**config.mk**
```make
export PLATFORM = sky130hd
export DESIGN_NAME = ctw_timebase
export DESIGN_NICKNAME = d
export VERILOG_FILES = /design/src/rtl/ctw_pkg.sv /design/src/rtl/ctw_timebase.sv
export SDC_FILE = /design/constraint.sdc
export NUM_CORES = 1
export LEC_CHECK = 0
export BUFFER_PORTS_ARGS = -buffer_cell sky130_fd_sc_hd__buf_2
export CAP_MARGIN = 15
export CORE_MARGIN = 2
export CORE_UTILIZATION = 58
export DETAILED_ROUTE_END_ITERATION = 12
export PLACE_DENSITY = 0.8
export SLEW_MARGIN = 25
export SYNTH_ARGS = -nofsm -noshare
export SYNTH_HDL_FRONTEND = slang
export SYNTH_SLANG_ARGS = --single-unit
export TNS_END_PERCENT = 100
```
**constraint.sdc**
```tcl
create_clock -name pclk -period 2.8 [get_ports pclk]
set_clock_uncertainty 0.05 [all_clocks]
set_input_delay 0.14 -clock pclk [delete_from_list [all_inputs] [get_ports pclk]]
set_output_delay 0.14 -clock pclk [all_outputs]
set_load 0.1 [all_outputs]
```
**src/rtl/ctw_pkg.sv**
```systemverilog
// Purpose: Constants for the clock, timebase and watchdog block
// Assumes: APB register map, 32-bit data, word-aligned offsets
// Notes: Offsets below are byte addresses
package ctw_pkg;
	// ***************************************
	// Register offsets
	// ***************************************
	localparam logic [7:0] SCR_OFF = 8'h00;
	localparam logic [7:0] MODE0_OFF = 8'h04;
	localparam logic [7:0] OPS_OFF = 8'h08;
	localparam logic [7:0] PRESCALE_OFF = 8'h0c;
	localparam logic [7:0] T0LO_OFF = 8'h10;
	localparam logic [7:0] T0HI_OFF = 8'h14;
	localparam logic [7:0] T0IMM_OFF = 8'h18;
	localparam logic [7:0] EVF_OFF = 8'h1c;
	localparam logic [7:0] IEN_OFF = 8'h20;
	localparam logic [7:0] PEN_OFF = 8'h24;
	localparam logic [7:0] HEN_OFF = 8'h28;
	localparam logic [7:0] STAT_OFF = 8'h2c;
	localparam logic [7:0] LCD_OFF = 8'h30;
	// ***************************************
	// Field positions
	// ***************************************
	localparam int SCR_SEL_BIT = 0;
	localparam int SCR_STOP_BIT = 1;
	localparam int SCR_HALF_BIT = 3;
	localparam int MODE0_CLK_BIT = 0;
	localparam int MODE0_RUN_BIT = 3;
	localparam int OP_DIV0_BIT = 0;
	localparam int OP_WDT_BIT = 1;
	localparam int PRESCALE_BIT = 3;
	localparam int LCD_DIV_BIT = 0;
	localparam int EV_DIV0 = 0;
	localparam int EV_T0 = 1;
	localparam int EV_DIV1 = 4;
	localparam int DIV0_CLR_LSB = 10;
	localparam int DIV1_HALF_MSB = 12;
	// ***************************************
	// Reset values and widths
	// ***************************************
	localparam logic [3:0] SCR_RESET = 4'h0;
	localparam logic [7:0] EVENT_MASK = 8'h13;
	localparam int DIV_W = 14;
	localparam int T0_FAST_DIV = 4;
	localparam int T0_SLOW_DIV = 1024;
	localparam int WDT_FAST_DIV = 1024;
	localparam int WDT_SLOW_DIV = 16384;
	localparam int LCD_DIV = 32;
	// ***************************************
	// Machine cycle phases
	// ***************************************
	typedef enum logic [1:0] {
		CTW_PH0 = 2'b00,
		CTW_PH1 = 2'b01,
		CTW_PH2 = 2'b11,
		CTW_PH3 = 2'b10
	} ctw_phase_type;
endpackage

```
**src/rtl/ctw_timebase.sv**
```systemverilog
// Purpose: Clock select, dividers, watchdog and timer 0 of a 4-bit core
// Assumes: Oscillator clocks arrive as pins, sampled on pclk
// Notes: Core operations arrive as APB writes
// Function
// Dual mode: select bit picks main or sub
// Dual mode: stop bit halts main oscillator
// Single mode ignores control, main always used
// Software selects sub before stopping main
// Software restarts main, waits, then selects
// Software never writes stopped-yet-selected state
// Display clock: sub, or main or main/32
// Machine cycle is four system clock states
// Divider 0 counts system clock, flags bit 0; here it does not count while the main oscillator is stopped
// Events drive interrupt and hold-release requests
// Divider 0 clear resets upper four stages
// Divider 1 counts sub clock, flags bit 4
// Divider 1 period 500 or 250 ms
// Watchdog 4-bit, option gated, resets chip
// Watchdog prescale 1024, or 16384 when flagged
// Watchdog clear zeroes counter; software keeps clearing
// Nibble load stops timer 0, then loads
// Start clears flag 1, begins counting down
// Underflow to FFH stops timer, sets flag 1
// Timer 0 clock divide by 4 or 1024
// Interval is preset plus one input periods
// Interrupt needs flag, enable and master enable
// Mode register write-only, bit 3 runs timer
// Clock control resets to all zeros
// Event flags stay set until cleared
//
// Design decisions made here: the register offsets and register access over APB.
`timescale 1ns/1ns
module ctw_timebase
	import ctw_pkg::*;
#(
	parameter int WDT_SLOW = WDT_SLOW_DIV
) (
	// Clock and reset
	input wire logic pclk,
	input wire logic presetn,
	// APB slave
	input wire logic psel,
	input wire logic penable,
	input wire logic pwrite,
	input wire logic [7:0] paddr,
	input wire logic [31:0] pwdata,
	output logic [31:0] prdata,
	output logic pready,
	output logic pslverr,
	// Oscillator pins and option straps
	input wire logic main_osc_clock,
	input wire logic sub_osc_clock,
	input wire logic dual_clock_mode,
	input wire logic watchdog_option,
	// Clock control outputs
	output logic main_osc_enable,
	output logic sys_clock_tick,
	output logic machine_cycle_tick,
	output logic lcd_clock_tick,
	// Event outputs
	output logic irq_request,
	output logic hold_release,
	output logic chip_reset
);
	// ***************************************
	// Pin synchronisers
	// ***************************************
	logic [1:0] osc_s1, osc_s2, osc_s3;
	logic [1:0] strap_s1, strap_s2;
	always_ff @(posedge pclk or negedge presetn) begin
		if (!presetn) begin
			osc_s1 <= 2'h0;
			osc_s2 <= 2'h0;
			osc_s3 <= 2'h0;
			strap_s1 <= 2'h0;
			strap_s2 <= 2'h0;
		end else begin
			osc_s1 <= {sub_osc_clock, main_osc_clock};
			osc_s2 <= osc_s1;
			osc_s3 <= osc_s2;
			strap_s1 <= {watchdog_option, dual_clock_mode};
			strap_s2 <= strap_s1;
		end
	end
	logic main_rise, sub_rise, dual, wdt_on;
	assign main_rise = osc_s2[0] & ~osc_s3[0];
	assign sub_rise = osc_s2[1] & ~osc_s3[1];
	assign dual = strap_s2[0];
	assign wdt_on = strap_s2[1];
	// ***************************************
	// APB decode
	// ***************************************
	function automatic logic ctw_mapped(input logic [7:0] a);
		if (a == SCR_OFF || a == MODE0_OFF || a == OPS_OFF || a == PRESCALE_OFF) begin
			return 1'b1;
		end else if (a == T0LO_OFF || a == T0HI_OFF || a == T0IMM_OFF || a == EVF_OFF) begin
			return 1'b1;
		end else if (a == IEN_OFF || a == PEN_OFF || a == HEN_OFF || a == STAT_OFF) begin
			return 1'b1;
		end else if (a == LCD_OFF) begin
			return 1'b1;
		end else begin
			return 1'b0;
		end
	endfunction
	logic wr;
	assign wr = psel & penable & pwrite & ctw_mapped(paddr);
	assign pready = 1'b1;
	assign pslverr = psel & penable & ~ctw_mapped(paddr);
	logic wr_scr, wr_mode0, wr_ops, wr_pre, wr_lo, wr_hi, wr_imm, wr_evf;
	assign wr_scr = wr && paddr == SCR_OFF;
	assign wr_mode0 = wr && paddr == MODE0_OFF;
	assign wr_ops = wr && paddr == OPS_OFF;
	assign wr_pre = wr && paddr == PRESCALE_OFF;
	assign wr_lo = wr && paddr == T0LO_OFF;
	assign wr_hi = wr && paddr == T0HI_OFF;
	assign wr_imm = wr && paddr == T0IMM_OFF;
	assign wr_evf = wr && paddr == EVF_OFF;
	// ***************************************
	// Control registers
	// ***************************************
	logic [3:0] scr_reg;
	logic [7:0] ien_reg, hen_reg;
	logic pen_reg, prescale_reg, lcd_div_reg, t0_sel_reg;
	always_ff @(posedge pclk or negedge presetn) begin
		if (!presetn) begin
			scr_reg <= SCR_RESET;
			ien_reg <= 8'h00;
			hen_reg <= 8'h00;
			pen_reg <= 1'b0;
			prescale_reg <= 1'b0;
			lcd_div_reg <= 1'b0;
			t0_sel_reg <= 1'b0;
		end else begin
			if (wr_scr) begin
				scr_reg <= pwdata[3:0];
			end
			if (wr && paddr == IEN_OFF) begin
				ien_reg <= pwdata[7:0] & EVENT_MASK;
			end
			if (wr && paddr == HEN_OFF) begin
				hen_reg <= pwdata[7:0] & EVENT_MASK;
			end
			if (wr && paddr == PEN_OFF) begin
				pen_reg <= pwdata[0];
			end
			if (wr_pre) begin
				prescale_reg <= pwdata[PRESCALE_BIT];
			end
			if (wr && paddr == LCD_OFF) begin
				lcd_div_reg <= pwdata[LCD_DIV_BIT];
			end
			if (wr_mode0) begin
				t0_sel_reg <= pwdata[MODE0_CLK_BIT];
			end
		end
	end
	// ***************************************
	// System clock selection
	// ***************************************
	logic main_run, use_sub, fosc_tick;
	assign main_run = !(dual && scr_reg[SCR_STOP_BIT]); // see R02
	assign use_sub = dual && scr_reg[SCR_SEL_BIT]; // see R01
	assign fosc_tick = use_sub ? sub_rise : (main_rise & main_run);
	assign main_osc_enable = main_run;
	assign sys_clock_tick = fosc_tick;
	// ***************************************
	// Display clock source
	// ***************************************
	logic [4:0] lcd_pre;
	logic lcd_next;
	assign lcd_next = dual ? sub_rise : (lcd_div_reg ? (main_rise && lcd_pre == 5'(LCD_DIV - 1)) : main_rise);
	always_ff @(posedge pclk or negedge presetn) begin
		if (!presetn) begin
			lcd_pre <= 5'h00;
			lcd_clock_tick <= 1'b0;
		end else begin
			if (main_rise) begin
				lcd_pre <= lcd_pre + 5'h01;
			end
			lcd_clock_tick <= lcd_next;
		end
	end
	// ***************************************
	// Machine cycle phases
	// ***************************************
	ctw_phase_type phase_reg, phase_next;
	always_comb begin
		case (phase_reg)
			CTW_PH0: phase_next = CTW_PH1;
			CTW_PH1: phase_next = CTW_PH2;
			CTW_PH2: phase_next = CTW_PH3;
			default: phase_next = CTW_PH0;
		endcase
	end
	always_ff @(posedge pclk or negedge presetn) begin
		if (!presetn) begin
			phase_reg <= CTW_PH0;
			machine_cycle_tick <= 1'b0;
		end else begin
			if (fosc_tick) begin
				phase_reg <= phase_next;
			end
			machine_cycle_tick <= fosc_tick && phase_reg == CTW_PH3;
		end
	end
	// ***************************************
	// Dividers
	// ***************************************
	logic [DIV_W-1:0] div0_reg, div0_inc, div1_reg;
	logic div0_ovf, div1_ovf;
	assign div0_inc = (fosc_tick && main_run) ? div0_reg + 1'b1 : div0_reg;
	assign div0_ovf = fosc_tick && main_run && (&div0_reg);
	assign div1_ovf = sub_rise && dual && (scr_reg[SCR_HALF_BIT] ? (&div1_reg[DIV1_HALF_MSB:0]) : (&div1_reg));
	always_ff @(posedge pclk or negedge presetn) begin
		if (!presetn) begin
			div0_reg <= '0;
		end else if (wr_ops && pwdata[OP_DIV0_BIT]) begin
			div0_reg <= {{(DIV_W - DIV0_CLR_LSB){1'b0}}, div0_inc[DIV0_CLR_LSB-1:0]};
		end else begin
			div0_reg <= div0_inc;
		end
	end
	always_ff @(posedge pclk or negedge presetn) begin
		if (!presetn) begin
			div1_reg <= '0;
		end else if (sub_rise && dual) begin
			div1_reg <= div1_reg + 1'b1;
		end
	end
	// ***************************************
	// Watchdog
	// ***************************************
	logic [13:0] wdt_pre;
	logic [3:0] wdt_cnt;
	logic wdt_tick;
	assign wdt_tick = wdt_on && fosc_tick && wdt_pre == (prescale_reg ? 14'(WDT_SLOW - 1) : 14'(WDT_FAST_DIV - 1));
	always_ff @(posedge pclk or negedge presetn) begin
		if (!presetn) begin
			wdt_pre <= 14'h0000;
			wdt_cnt <= 4'h0;
			chip_reset <= 1'b0;
		end else begin
			chip_reset <= wdt_tick && (&wdt_cnt);
			if (!wdt_on || (wr_ops && pwdata[OP_WDT_BIT])) begin
				wdt_pre <= 14'h0000;
				wdt_cnt <= 4'h0;
			end else if (wdt_tick) begin
				wdt_pre <= 14'h0000;
				wdt_cnt <= wdt_cnt + 4'h1;
			end else if (fosc_tick) begin
				wdt_pre <= wdt_pre + 14'h0001;
			end
		end
	end
	// ***************************************
	// Timer 0
	// ***************************************
	logic [7:0] t0_cnt;
	logic [9:0] t0_pre;
	logic t0_run, t0_tick, t0_unf, t0_start;
	assign t0_start = (wr_mode0 && pwdata[MODE0_RUN_BIT]) || wr_imm;
	assign t0_tick = t0_run && fosc_tick && t0_pre == (t0_sel_reg ? 10'(T0_SLOW_DIV - 1) : 10'(T0_FAST_DIV - 1));
	assign t0_unf = t0_tick && t0_cnt == 8'h00 && !(wr_lo || wr_hi || wr_imm || wr_mode0);
	always_ff @(posedge pclk or negedge presetn) begin
		if (!presetn) begin
			t0_cnt <= 8'h00;
			t0_pre <= 10'h000;
			t0_run <= 1'b0;
		end else if (wr_lo) begin
			t0_cnt[3:0] <= pwdata[3:0];
			t0_run <= 1'b0;
		end else if (wr_hi) begin
			t0_cnt[7:4] <= pwdata[3:0];
			t0_run <= 1'b0;
		end else if (wr_imm) begin
			t0_cnt <= pwdata[7:0];
			t0_pre <= 10'h000;
			t0_run <= 1'b1;
		end else if (wr_mode0) begin
			t0_pre <= 10'h000;
			t0_run <= pwdata[MODE0_RUN_BIT]; // see R18
		end else if (t0_tick) begin
			t0_pre <= 10'h000;
			t0_cnt <= t0_cnt - 8'h01; // see R20
			if (t0_cnt == 8'h00) begin
				t0_run <= 1'b0;
			end
		end else if (t0_run && fosc_tick) begin
			t0_pre <= t0_pre + 10'h001;
		end
	end
	// ***************************************
	// Event flags and requests
	// ***************************************
	logic [7:0] evf_reg, evf_set, evf_clr;
	always_comb begin
		evf_set = 8'h00;
		evf_set[EV_DIV0] = div0_ovf;
		evf_set[EV_T0] = t0_unf;
		evf_set[EV_DIV1] = div1_ovf;
		evf_clr = wr_evf ? pwdata[7:0] : 8'h00;
		evf_clr[EV_T0] = evf_clr[EV_T0] | t0_start;
	end
	always_ff @(posedge pclk or negedge presetn) begin
		if (!presetn) begin
			evf_reg <= 8'h00;
		end else begin
			evf_reg <= ((evf_reg & ~evf_clr) | evf_set) & EVENT_MASK;
		end
	end
	assign irq_request = pen_reg && |(evf_reg & ien_reg); // see R10
	assign hold_release = |(evf_reg & hen_reg);
	// ***************************************
	// Read data
	// ***************************************
	always_ff @(posedge pclk or negedge presetn) begin
		if (!presetn) begin
			prdata <= 32'h0;
		end else if (psel && !penable && !pwrite) begin
			if (paddr == SCR_OFF) begin
				prdata <= {28'h0, scr_reg};
			end else if (paddr == PRESCALE_OFF) begin
				prdata <= {28'h0, prescale_reg, 3'h0};
			end else if (paddr == EVF_OFF) begin
				prdata <= {24'h0, evf_reg};
			end else if (paddr == IEN_OFF) begin
				prdata <= {24'h0, ien_reg};
			end else if (paddr == PEN_OFF) begin
				prdata <= {31'h0, pen_reg};
			end else if (paddr == HEN_OFF) begin
				prdata <= {24'h0, hen_reg};
			end else if (paddr == STAT_OFF) begin
				prdata <= {2'h0, div0_reg, dual, use_sub, main_run, t0_run, wdt_cnt, t0_cnt};
			end else if (paddr == LCD_OFF) begin
				prdata <= {31'h0, lcd_div_reg};
			end else begin
				prdata <= 32'h0;
			end
		end
	end
endmodule

```
== After elaboration in Yosys (flattened, before gate mapping) ==
Cells that the tools add are included.

* Bits in registers: 134
* Input port bits: 49

* $add $sub $neg: 7
* Eq/ne operators: 21
* Mux-type cells: 43
* Bitwise gates (word level): 18
* Reductions and logical operators: 73

{| class="wikitable"
|+ Operator list
! kind !! count
|-
| 2-to-1 mux 30 bit || 4
|-
| 2-to-1 mux 32 bit || 3
|-
| 2-to-1 mux 14 bit || 6
|-
| 2-to-1 mux 10 bit || 5
|-
| adder 14 x 1 -> 14 bit, second input constant || 3
|-
| equality test 8 x 6 -> 1 bit, second input constant || 5
|-
| logical AND 1 bit || 33
|-
| equality test 8 x 5 -> 1 bit, second input constant || 4
|-
| AND reduction 14 bit || 2
|-
| 2-to-1 mux 8 bit || 3
|-
| 2-to-1 mux 4 bit || 5
|-
| equality test 8 x 4 -> 1 bit, second input constant || 2
|-
| zero test 8 bit || 2
|-
| OR reduction 8 bit || 2
|-
| AND 5 bit || 3
|-
| 2-to-1 mux 1 bit || 15
|-
| equality test 14 bit || 1
|-
| logical OR 1 bit || 14
|-
| AND reduction 13 bit || 1
|-
| adder 10 x 1 -> 10 bit, second input constant || 1
|-
| equality test 10 bit || 1
|-
| nonzero test 5 bit || 2
|-
| AND reduction 3 bit || 3
|-
| nonzero test 3 bit || 3
|-
| other kinds (22) || 39
|}

== Logic depth before layout (Yosys ltp) ==
Gate-level depths: netlist of the first run.

* Word-level depth: 15
* Depth in mapped cells: 10
* Depth with buffers taken out: 8

== Worst setup path after synthesis of the first run ==
No wires, ideal clock.

* Kind: flip-flop to flip-flop
* Start: register osc_s3[0]
* End: register wdt_pre[13]
* Setup time: 0.128 ns
* Data arrival time: 2.588 ns
* Required time: 2.622 ns
* Path slack: 0.033 ns
* Cell stages (with the launch flop): 10
* Clock period less this slack: 2.767 ns
* Path through: dfrtp_1 nand2b_1 nor2_1 nor2_1 inv_2 clkbuf_1 nor2_1 nor4_2 xnor2_1 nor2_1

* Cells in the longest elaborated chain, start to end: 8
* Elaborated cells on any way between the ends: 9
* Those cells by class: mux (3); bitwise (3); reduce/logical (3)

{| class="wikitable"
|+ RTL lines
! item !! RTL line !! RTL
|-
| start, declared || ctw_timebase.sv:68 || <nowiki>logic [1:0] osc_s1, osc_s2, osc_s3;</nowiki>
|-
| start signal, assigned || ctw_timebase.sv:80 || <nowiki>osc_s3 <= osc_s2;</nowiki>
|-
| inverter 1 bit (*) || ctw_timebase.sv:86 || <nowiki>assign main_rise = osc_s2[0] & ~osc_s3[0];</nowiki>
|-
| AND 1 bit (*) || ctw_timebase.sv:86 ||
|-
| AND 1 bit (*) || ctw_timebase.sv:164 || <nowiki>assign fosc_tick = use_sub ? sub_rise : (main_rise & main_run);</nowiki>
|-
| 2-to-1 mux 1 bit (*) || ctw_timebase.sv:164 ||
|-
| net sys_clock_tick || ctw_timebase.sv:57 || <nowiki>output logic sys_clock_tick,</nowiki>
|-
| logical AND 1 bit (2 in a row) || ctw_timebase.sv:237 || <nowiki>assign wdt_tick = wdt_on && fosc_tick && wdt_pre == (prescale_reg ? 14'(WDT_SLOW - 1) : 14'(WDT_FAST_DIV - 1)) ...</nowiki>
|-
| 2-to-1 mux 14 bit || ctw_timebase.sv:248 || <nowiki>end else if (wdt_tick) begin</nowiki>
|-
| 2-to-1 mux 14 bit || ctw_timebase.sv:245 || <nowiki>if (!wdt_on || (wr_ops && pwdata[OP_WDT_BIT])) begin</nowiki>
|-
| end signal, assigned || ctw_timebase.sv:252 || <nowiki>wdt_pre <= wdt_pre + 14'h0001;</nowiki>
|-
| end, declared || ctw_timebase.sv:234 || <nowiki>logic [13:0] wdt_pre;</nowiki>
|}

The timed path passes the listed nets; every way through them passes the cells marked *.
A chain may end at the register's enable or synchronous reset.

== Worst setup path after layout of the first run ==
* Start: register t0_pre[0]
* End: register t0_pre[5]

* Cells in the longest elaborated chain, start to end: 5
* Elaborated cells on any way between the ends: 9
* Those cells by class: add/sub (1); eq/ne (1); mux (4); reduce/logical (3)

{| class="wikitable"
|+ RTL lines
! item !! RTL line !! RTL
|-
| start, declared || ctw_timebase.sv:260 || <nowiki>logic [9:0] t0_pre;</nowiki>
|-
| start signal, assigned || ctw_timebase.sv:290 || <nowiki>t0_pre <= t0_pre + 10'h001;</nowiki>
|-
| adder 10 x 1 -> 10 bit or equality test 10 bit (tied branches) || ctw_timebase.sv:290, ctw_timebase.sv:263 ||
|-
| 2-to-1 mux 10 bit or logical AND 1 bit (tied branches) || ctw_timebase.sv:289, ctw_timebase.sv:263 ||
|-
| 2-to-1 mux 10 bit || ctw_timebase.sv:283 || <nowiki>end else if (t0_tick) begin</nowiki>
|-
| 2-to-1 mux 10 bit || ctw_timebase.sv:280 || <nowiki>end else if (wr_mode0) begin</nowiki>
|-
| 2-to-1 mux 10 bit || ctw_timebase.sv:276 || <nowiki>end else if (wr_imm) begin</nowiki>
|}

Parallel ways exist; a longest one is shown, timed or not. The select of a mux whose other input is x is not followed.

==> flow_summary.json, run 1 <==
{
  "drive_gt1_frac": 0.1747,
  "rsz0062_at_grt": "no",
  "antenna_cells": 0,
  "antenna_found_initial": 0,
  "status": "completed",
  "max_stage_delay_ns": 0.48,
  "synth_top_area_frac": 0.5002,
  "hold_class": "input pin to flop",
  "cp_max_fo": 16,
  "async_flop_share": 1.000,
  "postCtsHoldBufs": 9,
  "min_period_ns": 2.636,
  "synth_edf_count": 0,
  "core_area_sq_um": 10980,
  "fmax_ghz": 0.3793,
  "clock_latency_ns": 0.41,
  "drv_cap": 0,
  "h-tree-depth": 4,
  "crit_type": "flop to flop",
  "post-route-util": 0.7046,
  "synth.avg_cell_area_sq_um": 9.641,
  "hold_viol_final": 0,
  "yosysTopAreaCell": "dfrtp_1",
  "critPathBufInv": 0,
  "timing.final.crit_share": 0.9416,
  "yosys_warnings": 0,
  "required_ns": 3.06,
  "cts_resized": 0,
  "die-area_sq_um": 12260,
  "vias": 5486,
  "largest_reg_flops": 30,
  "clockRootBuffer": "clkbuf_16",
  "fin_tns_setup_ns": 0,
  "fin_nets": 811,
  "post_cts_buffers": 0,
  "cts_tree": "yes",
  "cp-start-kind": "flop",
  "worst_pin_slew_ns": 0.7160,
  "synth-seq-cells": 132,
  "overflow": 0,
  "reg2reg_setup_slack_ns": 0.16,
  "wirelength_um": 15740,
  "grt_pass1_vias": 5483,
  "dpl-instance-area_sq_um": 7038,
  "yosysUniqueCellTypes": 74,
  "synthTopCellsByArea": "dfrtp_1, nand2_1, xnor2_1",
  "cts_buffers": 17,
  "cp.arrival_ns": 2.89,
  "worst_setup_path_end_kind": "flop",
  "setup_violations": 0,
  "cts.path.max_buffers": 2,
  "pin_count": 90,
  "synthFlopType": "dfrtp_1",
  "fin_area_sq_um": 7739,
  "maxSlewViolCount": 0,
  "dp_hpwl_um": 10840,
  "port_buffers": 62,
  "cp_slowest_cell": "or4b_1",
  "die_h_um": 110.7,
  "start_util": 0.6013,
  "power_density_nw_per_um2": 645.7,
  "syn_to_final_growth_pct": 17.18,
  "fp.dieW_um": 110.7,
  "wl_per_cell_um": 17.36,
  "yosys-top-cells-count": "dfrtp_1, nand2_1, nor2_1",
  "gp_congestion": 0.9490,
  "leakage_uw": 0.003621,
  "viasPerCell": 6.049,
  "remaining_drc_errors": 0,
  "num_rows": 38,
  "grt_pass1_wl_um": 27170,
  "clkSlewWorstSetupHoldPaths_ns": 0.06,
  "synth_most_common_cell": "dfrtp_1",
  "drt_iter0_markers": 478,
  "grt_max_degree": 57,
  "cpMostUsedCell": "a22o_1",
  "syn_area_sq_um": 6604,
  "clock-sinks": 132,
  "syn_inst": 685,
  "critPathTopFamily": "simple AND/OR/NAND/NOR gates",
  "cp_cell_sequence": "ha_1 -> or4b_1 -> nor4_2 -> or2_1 -> and3b_1 -> a22o_1 -> a22o_1",
  "regMostFlops": "prdata",
  "irDropWorstVdd_mv": 0.5067,
  "antenna_left": 0,
  "grtUsageTotal": 0.2734,
  "slew_headroom": 0.5190,
  "dr.pass1.iters": 5,
  "yosysSeqAreaShare": 0.5002
}
-- report_power, final --
group / leakage [uW] / switching (uW) / total (uW) / internal [uW]
Combinational: 0.00159 / 344 / 525 / 182
Clock: 0.000298 / 837 / 2290 / 1450
Sequential: 0.00174 / 139 / 2190 / 2050
Total: 0.00362 / 1320 / 5000 / 3680
-- metrics by stage --
step	hold slack [ns]	setup WS [ns]	std cells	power, uW
after global placement	0.1509	0.2900	866	2684
after global routing	0.02759	0.006874	907	5187
after CTS	0.009207	0.1733	907	5031
after floorplan	-0.2056	0.03323	686	2552
after detailed placement	0.1611	0.1916	866	2723
final	0.03029	0.1636	907	4997
-- layer usage --
layer,wire (um),global-route usage,vias to the layer above
met2,7759,0.4515,215
met3,1174,0.06834,33
met5,0,0,-
met4,300,0.09333,0
met1,6509,0.3545,2694
li1,-,-,2544
-- layout make-up --
type | count | area, sq um
multi-input combinational | 503 | 3088
clock inverter | 12 | 153.9
inverter | 19 | 71.32
fill | 807 | 3244
clock buffer | 20 | 456.7
sequential | 132 | 3303
timing repair buffer | 81 | 490.5
tap | 140 | 175.2
-- cell usage in the layout (no fill, tap or decap), types with 4 or more instances in the layout --
| cell | n |
|---|---|
| mux2_1 | 10 |
| o21ai_1 | 7 |
| inv_1 | 17 |
| clkbuf_16 | 17 |
| nand2b_1 | 10 |
| or3_1 | 9 |
| a31oi_1 | 8 |
| buf_2 | 61 |
| nand4_1 | 11 |
| xor2_1 | 11 |
| nor2_1 | 64 |
| nand3_1 | 51 |
| a32o_1 | 4 |
| dfrtp_1 | 132 |
| dlygate4sd3_1 | 9 |
| nor4_1 | 5 |
| xnor2_1 | 36 |
| and3_1 | 9 |
| nor4_2 | 5 |
| o21ai_0 | 12 |
| or4_1 | 5 |
| clkinv_2 | 4 |
| buf_4 | 10 |
| ha_1 | 8 |
| a22oi_1 | 6 |
| a21oi_1 | 25 |
| nand2_1 | 105 |
| mux2_2 | 5 |
| nor3_2 | 4 |
| nor3_1 | 20 |
-- path summary, 6_finish.rpt --
check | from | to | cells after the start
min in group asynchronous | presetn | t0_pre[6] | 2
min reg2reg | strap_s1[0] | strap_s2[0] | 0
max reg2reg | t0_pre[0] | t0_pre[5] | 7
max in group asynchronous | presetn | wdt_pre[7] | 3
max | t0_pre[0] | t0_pre[5] | 7
min | pwdata[3] | prescale_reg | 2
-- logic make-up after synthesis --
kind of cell    Yosys count  synth area share
flops                   132            0.5002
mux                      18           0.03088
compound gates           98            0.1029
simple gates            329            0.2529
other cells               2          0.001137
buf+inv                  51           0.03448
xor+xnor                 47           0.06233
fa+ha+maj                 8           0.01516
No activity file was read; power rests on OpenSTA's default activity.
==> run 2: changes to the inputs <==
--- a/config.mk
+++ b/config.mk
@@ -5,12 +5,13 @@
 export SDC_FILE = /design/constraint.sdc
 export NUM_CORES = 1
 export LEC_CHECK = 0
+export ABC_AREA = 1
 export BUFFER_PORTS_ARGS = -buffer_cell sky130_fd_sc_hd__buf_2
 export CAP_MARGIN = 15
 export CORE_MARGIN = 2
-export CORE_UTILIZATION = 58
+export CORE_UTILIZATION = 40
+export CTS_CLUSTER_SIZE = 16
 export DETAILED_ROUTE_END_ITERATION = 12
-export PLACE_DENSITY = 0.8
 export SLEW_MARGIN = 25
 export SYNTH_ARGS = -nofsm -noshare
 export SYNTH_HDL_FRONTEND = slang
==> flow_summary.json, run 2 <==
{
  "drv_cap": 0,
  "required_ns": 2.61,
  "setup_violations": 0,
  "reg2reg_from": "strap_s2[0]",
  "p_sw_uw": 1205,
  "hold_viol_final": 0,
  "synthFlopType": "dfrtp_1",
  "synth.avg_cell_area_sq_um": 8.226,
  "nFillCells": 1714,
  "overflow": 0,
  "wirelength_um": 15830,
  "p_int_uw": 3637,
  "gp_congestion": 0.8552,
  "fin_tns_setup_ns": 0,
  "finalNonFillerCells": 1150,
  "cp-start-kind": "flop",
  "antenna_found_initial": 0,
  "synth-seq-cells": 132,
  "post_cts_buffers": 0,
  "cts_tree": "yes",
  "antenna_cells": 0,
  "fin_nets": 970,
  "syn_area_sq_um": 6902,
  "cp.arrival_ns": 2.24,
  "yosysTopAreaCell": "dfrtp_1",
  "pin_count": 90,
  "port_buffers": 62,
  "regMostFlops": "prdata",
  "hp-start": "penable",
  "vias": 5622,
  "max_stage_delay_ns": 0.47,
  "r2r_cells": 11,
  "remaining_drc_errors": 0,
  "drive_gt1_frac": 0.1535,
  "hold_class": "input pin to flop",
  "cp_cell_sequence": "nand2_2 -> nand3_1 -> nand2_1 -> buf_4 -> buf_2",
  "final_common_cell": "nand2_1",
  "die-area_sq_um": 18320,
  "start_util": 0.4046,
  "clockRootBuffer": "clkbuf_16",
  "whs_endpoint": "prdata[0]",
  "largest_reg_flops": 30,
  "synth_edf_count": 0,
  "fmax_ghz": 0.4120,
  "dp_hpwl_um": 11160,
  "grt_pass1_vias": 5363,
  "yosysUniqueCellTypes": 47,
  "clkSlewWorstSetupHoldPaths_ns": 0.06,
  "post-route-util": 0.4755,
  "hold_depth": 3,
  "drt_iter0_markers": 436,
  "grt_pass1_wl_um": 26660,
  "clkPwrFrac": 0.470,
  "fp.dieW_um": 135.4,
  "worst_setup_path_end_kind": "output pin",
  "min_period_ns": 2.427,
  "irDropWorstVdd_mv": 0.4575,
  "dp_cells": 1112,
  "cp_slowest_cell": "dfrtp_1",
  "maxSlewViolCount": 0,
  "core_area_sq_um": 17060,
  "p_seq_frac": 0.443,
  "grt_max_degree": 61,
  "yosys_warnings": 0,
  "p_sw_frac": 0.2488,
  "syn_to_final_growth_pct": 17.51,
  "synth_most_common_cell": "nand2_1",
  "cts.path.max_buffers": 2,
  "viasPerCell": 4.889,
  "num_rows": 48,
  "clock-sinks": 132,
  "pwr-share-comb": 0.087,
  "final_cell_mix": "nand2_1, dfrtp_1, inv_1",
  "cts_buffers": 17,
  "cp_max_fo": 11,
  "hold_ws_ns": 0.02699,
  "antenna_left": 0,
  "cp-startpoint": "strap_s2[0]",
  "clock_latency_ns": 0.42,
  "rr_endpoint": "div0_reg[13]",
  "synth_top_area_frac": 0.4786,
  "timing.final.crit_share": 0.8669,
  "power_density_nw_per_um2": 597.0,
  "dr.pass1.iters": 7,
  "worst_pin_slew_ns": 0.8063,
  "rsz0062_at_grt": "no",
  "h-tree-depth": 4,
  "yosys-top-cells-count": "nand2_1, dfrtp_1, inv_1",
  "wl_per_cell_um": 13.77,
  "status": "completed",
  "slew_headroom": 0.4589,
  "synthTopCellsByArea": "dfrtp_1, nand2_1, xor2_1",
  "reg2reg_setup_slack_ns": 0.52,
  "async_flop_share": 1.000,
  "crit_type": "flop to output pin",
  "yosysSeqAreaShare": 0.4786,
  "syn_inst": 839,
  "die_h_um": 135.4,
  "leakage_uw": 0.004231,
  "grtUsageTotal": 0.1847
}
run 2: layer usage:
| metal | share of wire | global-route usage | up-vias |
|---|---|---|---|
| li1 | - | - | 2844 |
| met1 | 0.48 | 0.2555 | 2653 |
| met2 | 0.46 | 0.2896 | 104 |
| met3 | 0.038 | 0.03853 | 21 |
| met4 | 0.019 | 0.06308 | 0 |
| met5 | 0 | 0 | - |
run 2: area by class of cell:
| class | instances | area [sq um] | share of cell area |
|---|---|---|---|
| clock inverters | 9 | 127.6 | 0.01574 |
| well taps | 225 | 281.5 | 0.03471 |
| flip-flops and latches | 132 | 3303 | 0.4073 |
| multi-input cells | 581 | 3079 | 0.3797 |
| repair buffers | 79 | 461.7 | 0.05693 |
| clock buffers | 22 | 474.2 | 0.05847 |
| inverters | 102 | 382.9 | 0.04721 |
run 2: how the worst max path moves through the flow:
stage / to / slack [ns] / cells past startpoint
6_report: sys_clock_tick / 0.37 / 5
5_1_grt: sys_clock_tick / 0.20 / 5
4_1_cts: sys_clock_tick / 0.37 / 5
3_5_place_dp: div0_reg[13] / 0.52 / 11
3_3_place_gp: div0_reg[13] / 0.52 / 11
2_1_floorplan: wdt_pre[10] / 0.14 / 7
run 2: kinds of logic (layout without fill, tap and decap cells):
family          count (synthesis)  count (layout)  share of synthesized area
simple gates                  431             431                     0.2837
flops                         132             132                     0.4786
buf+inv                       127             212                    0.07578
compound gates                 79              79                    0.07016
xor+xnor                       60              60                    0.07614
fa+ha+maj                       8               8                    0.01450
other cells                     2               3                   0.001088
run 2: stage by stage:
| stage | setup WS [ns] | total power, uW | area [sq um] |
|---|---|---|---|
| 2_1_floorplan | 0.1383 | 2453 | 6905 |
| 3_3_place_gp | 0.5206 | 2584 | 7438 |
| 3_5_place_dp | 0.5213 | 2593 | 7438 |
| 4_1_cts | 0.3672 | 4895 | 8110 |
| 5_1_grt | 0.2038 | 5063 | 8110 |
| 6_report | 0.3727 | 4842 | 8110 |
run 2: what timing repair did:
| action | CTS | global route |
|---|---|---|
| hold endpoints to repair | 63 | 0 |
| hold buffers | 7 | 0 |
| resized for setup | 0 | 0 |
run 2: power by group through the flow:
stage	logic [uW]	registers (uW)	clock network, uW
global placement	412	2170	0
CTS	431	2150	2320
detailed placement	423	2170	0
finish	423	2140	2270
global route	486	2170	2410
floorplan	266	2190	0
run 2: critical path, delay by kind of cell, from the launching register on:
kind / cells / cell delay, ns
simple gates: 3 / 0.60
buf+inv: 2 / 0.75
flops: 1 / 0.47
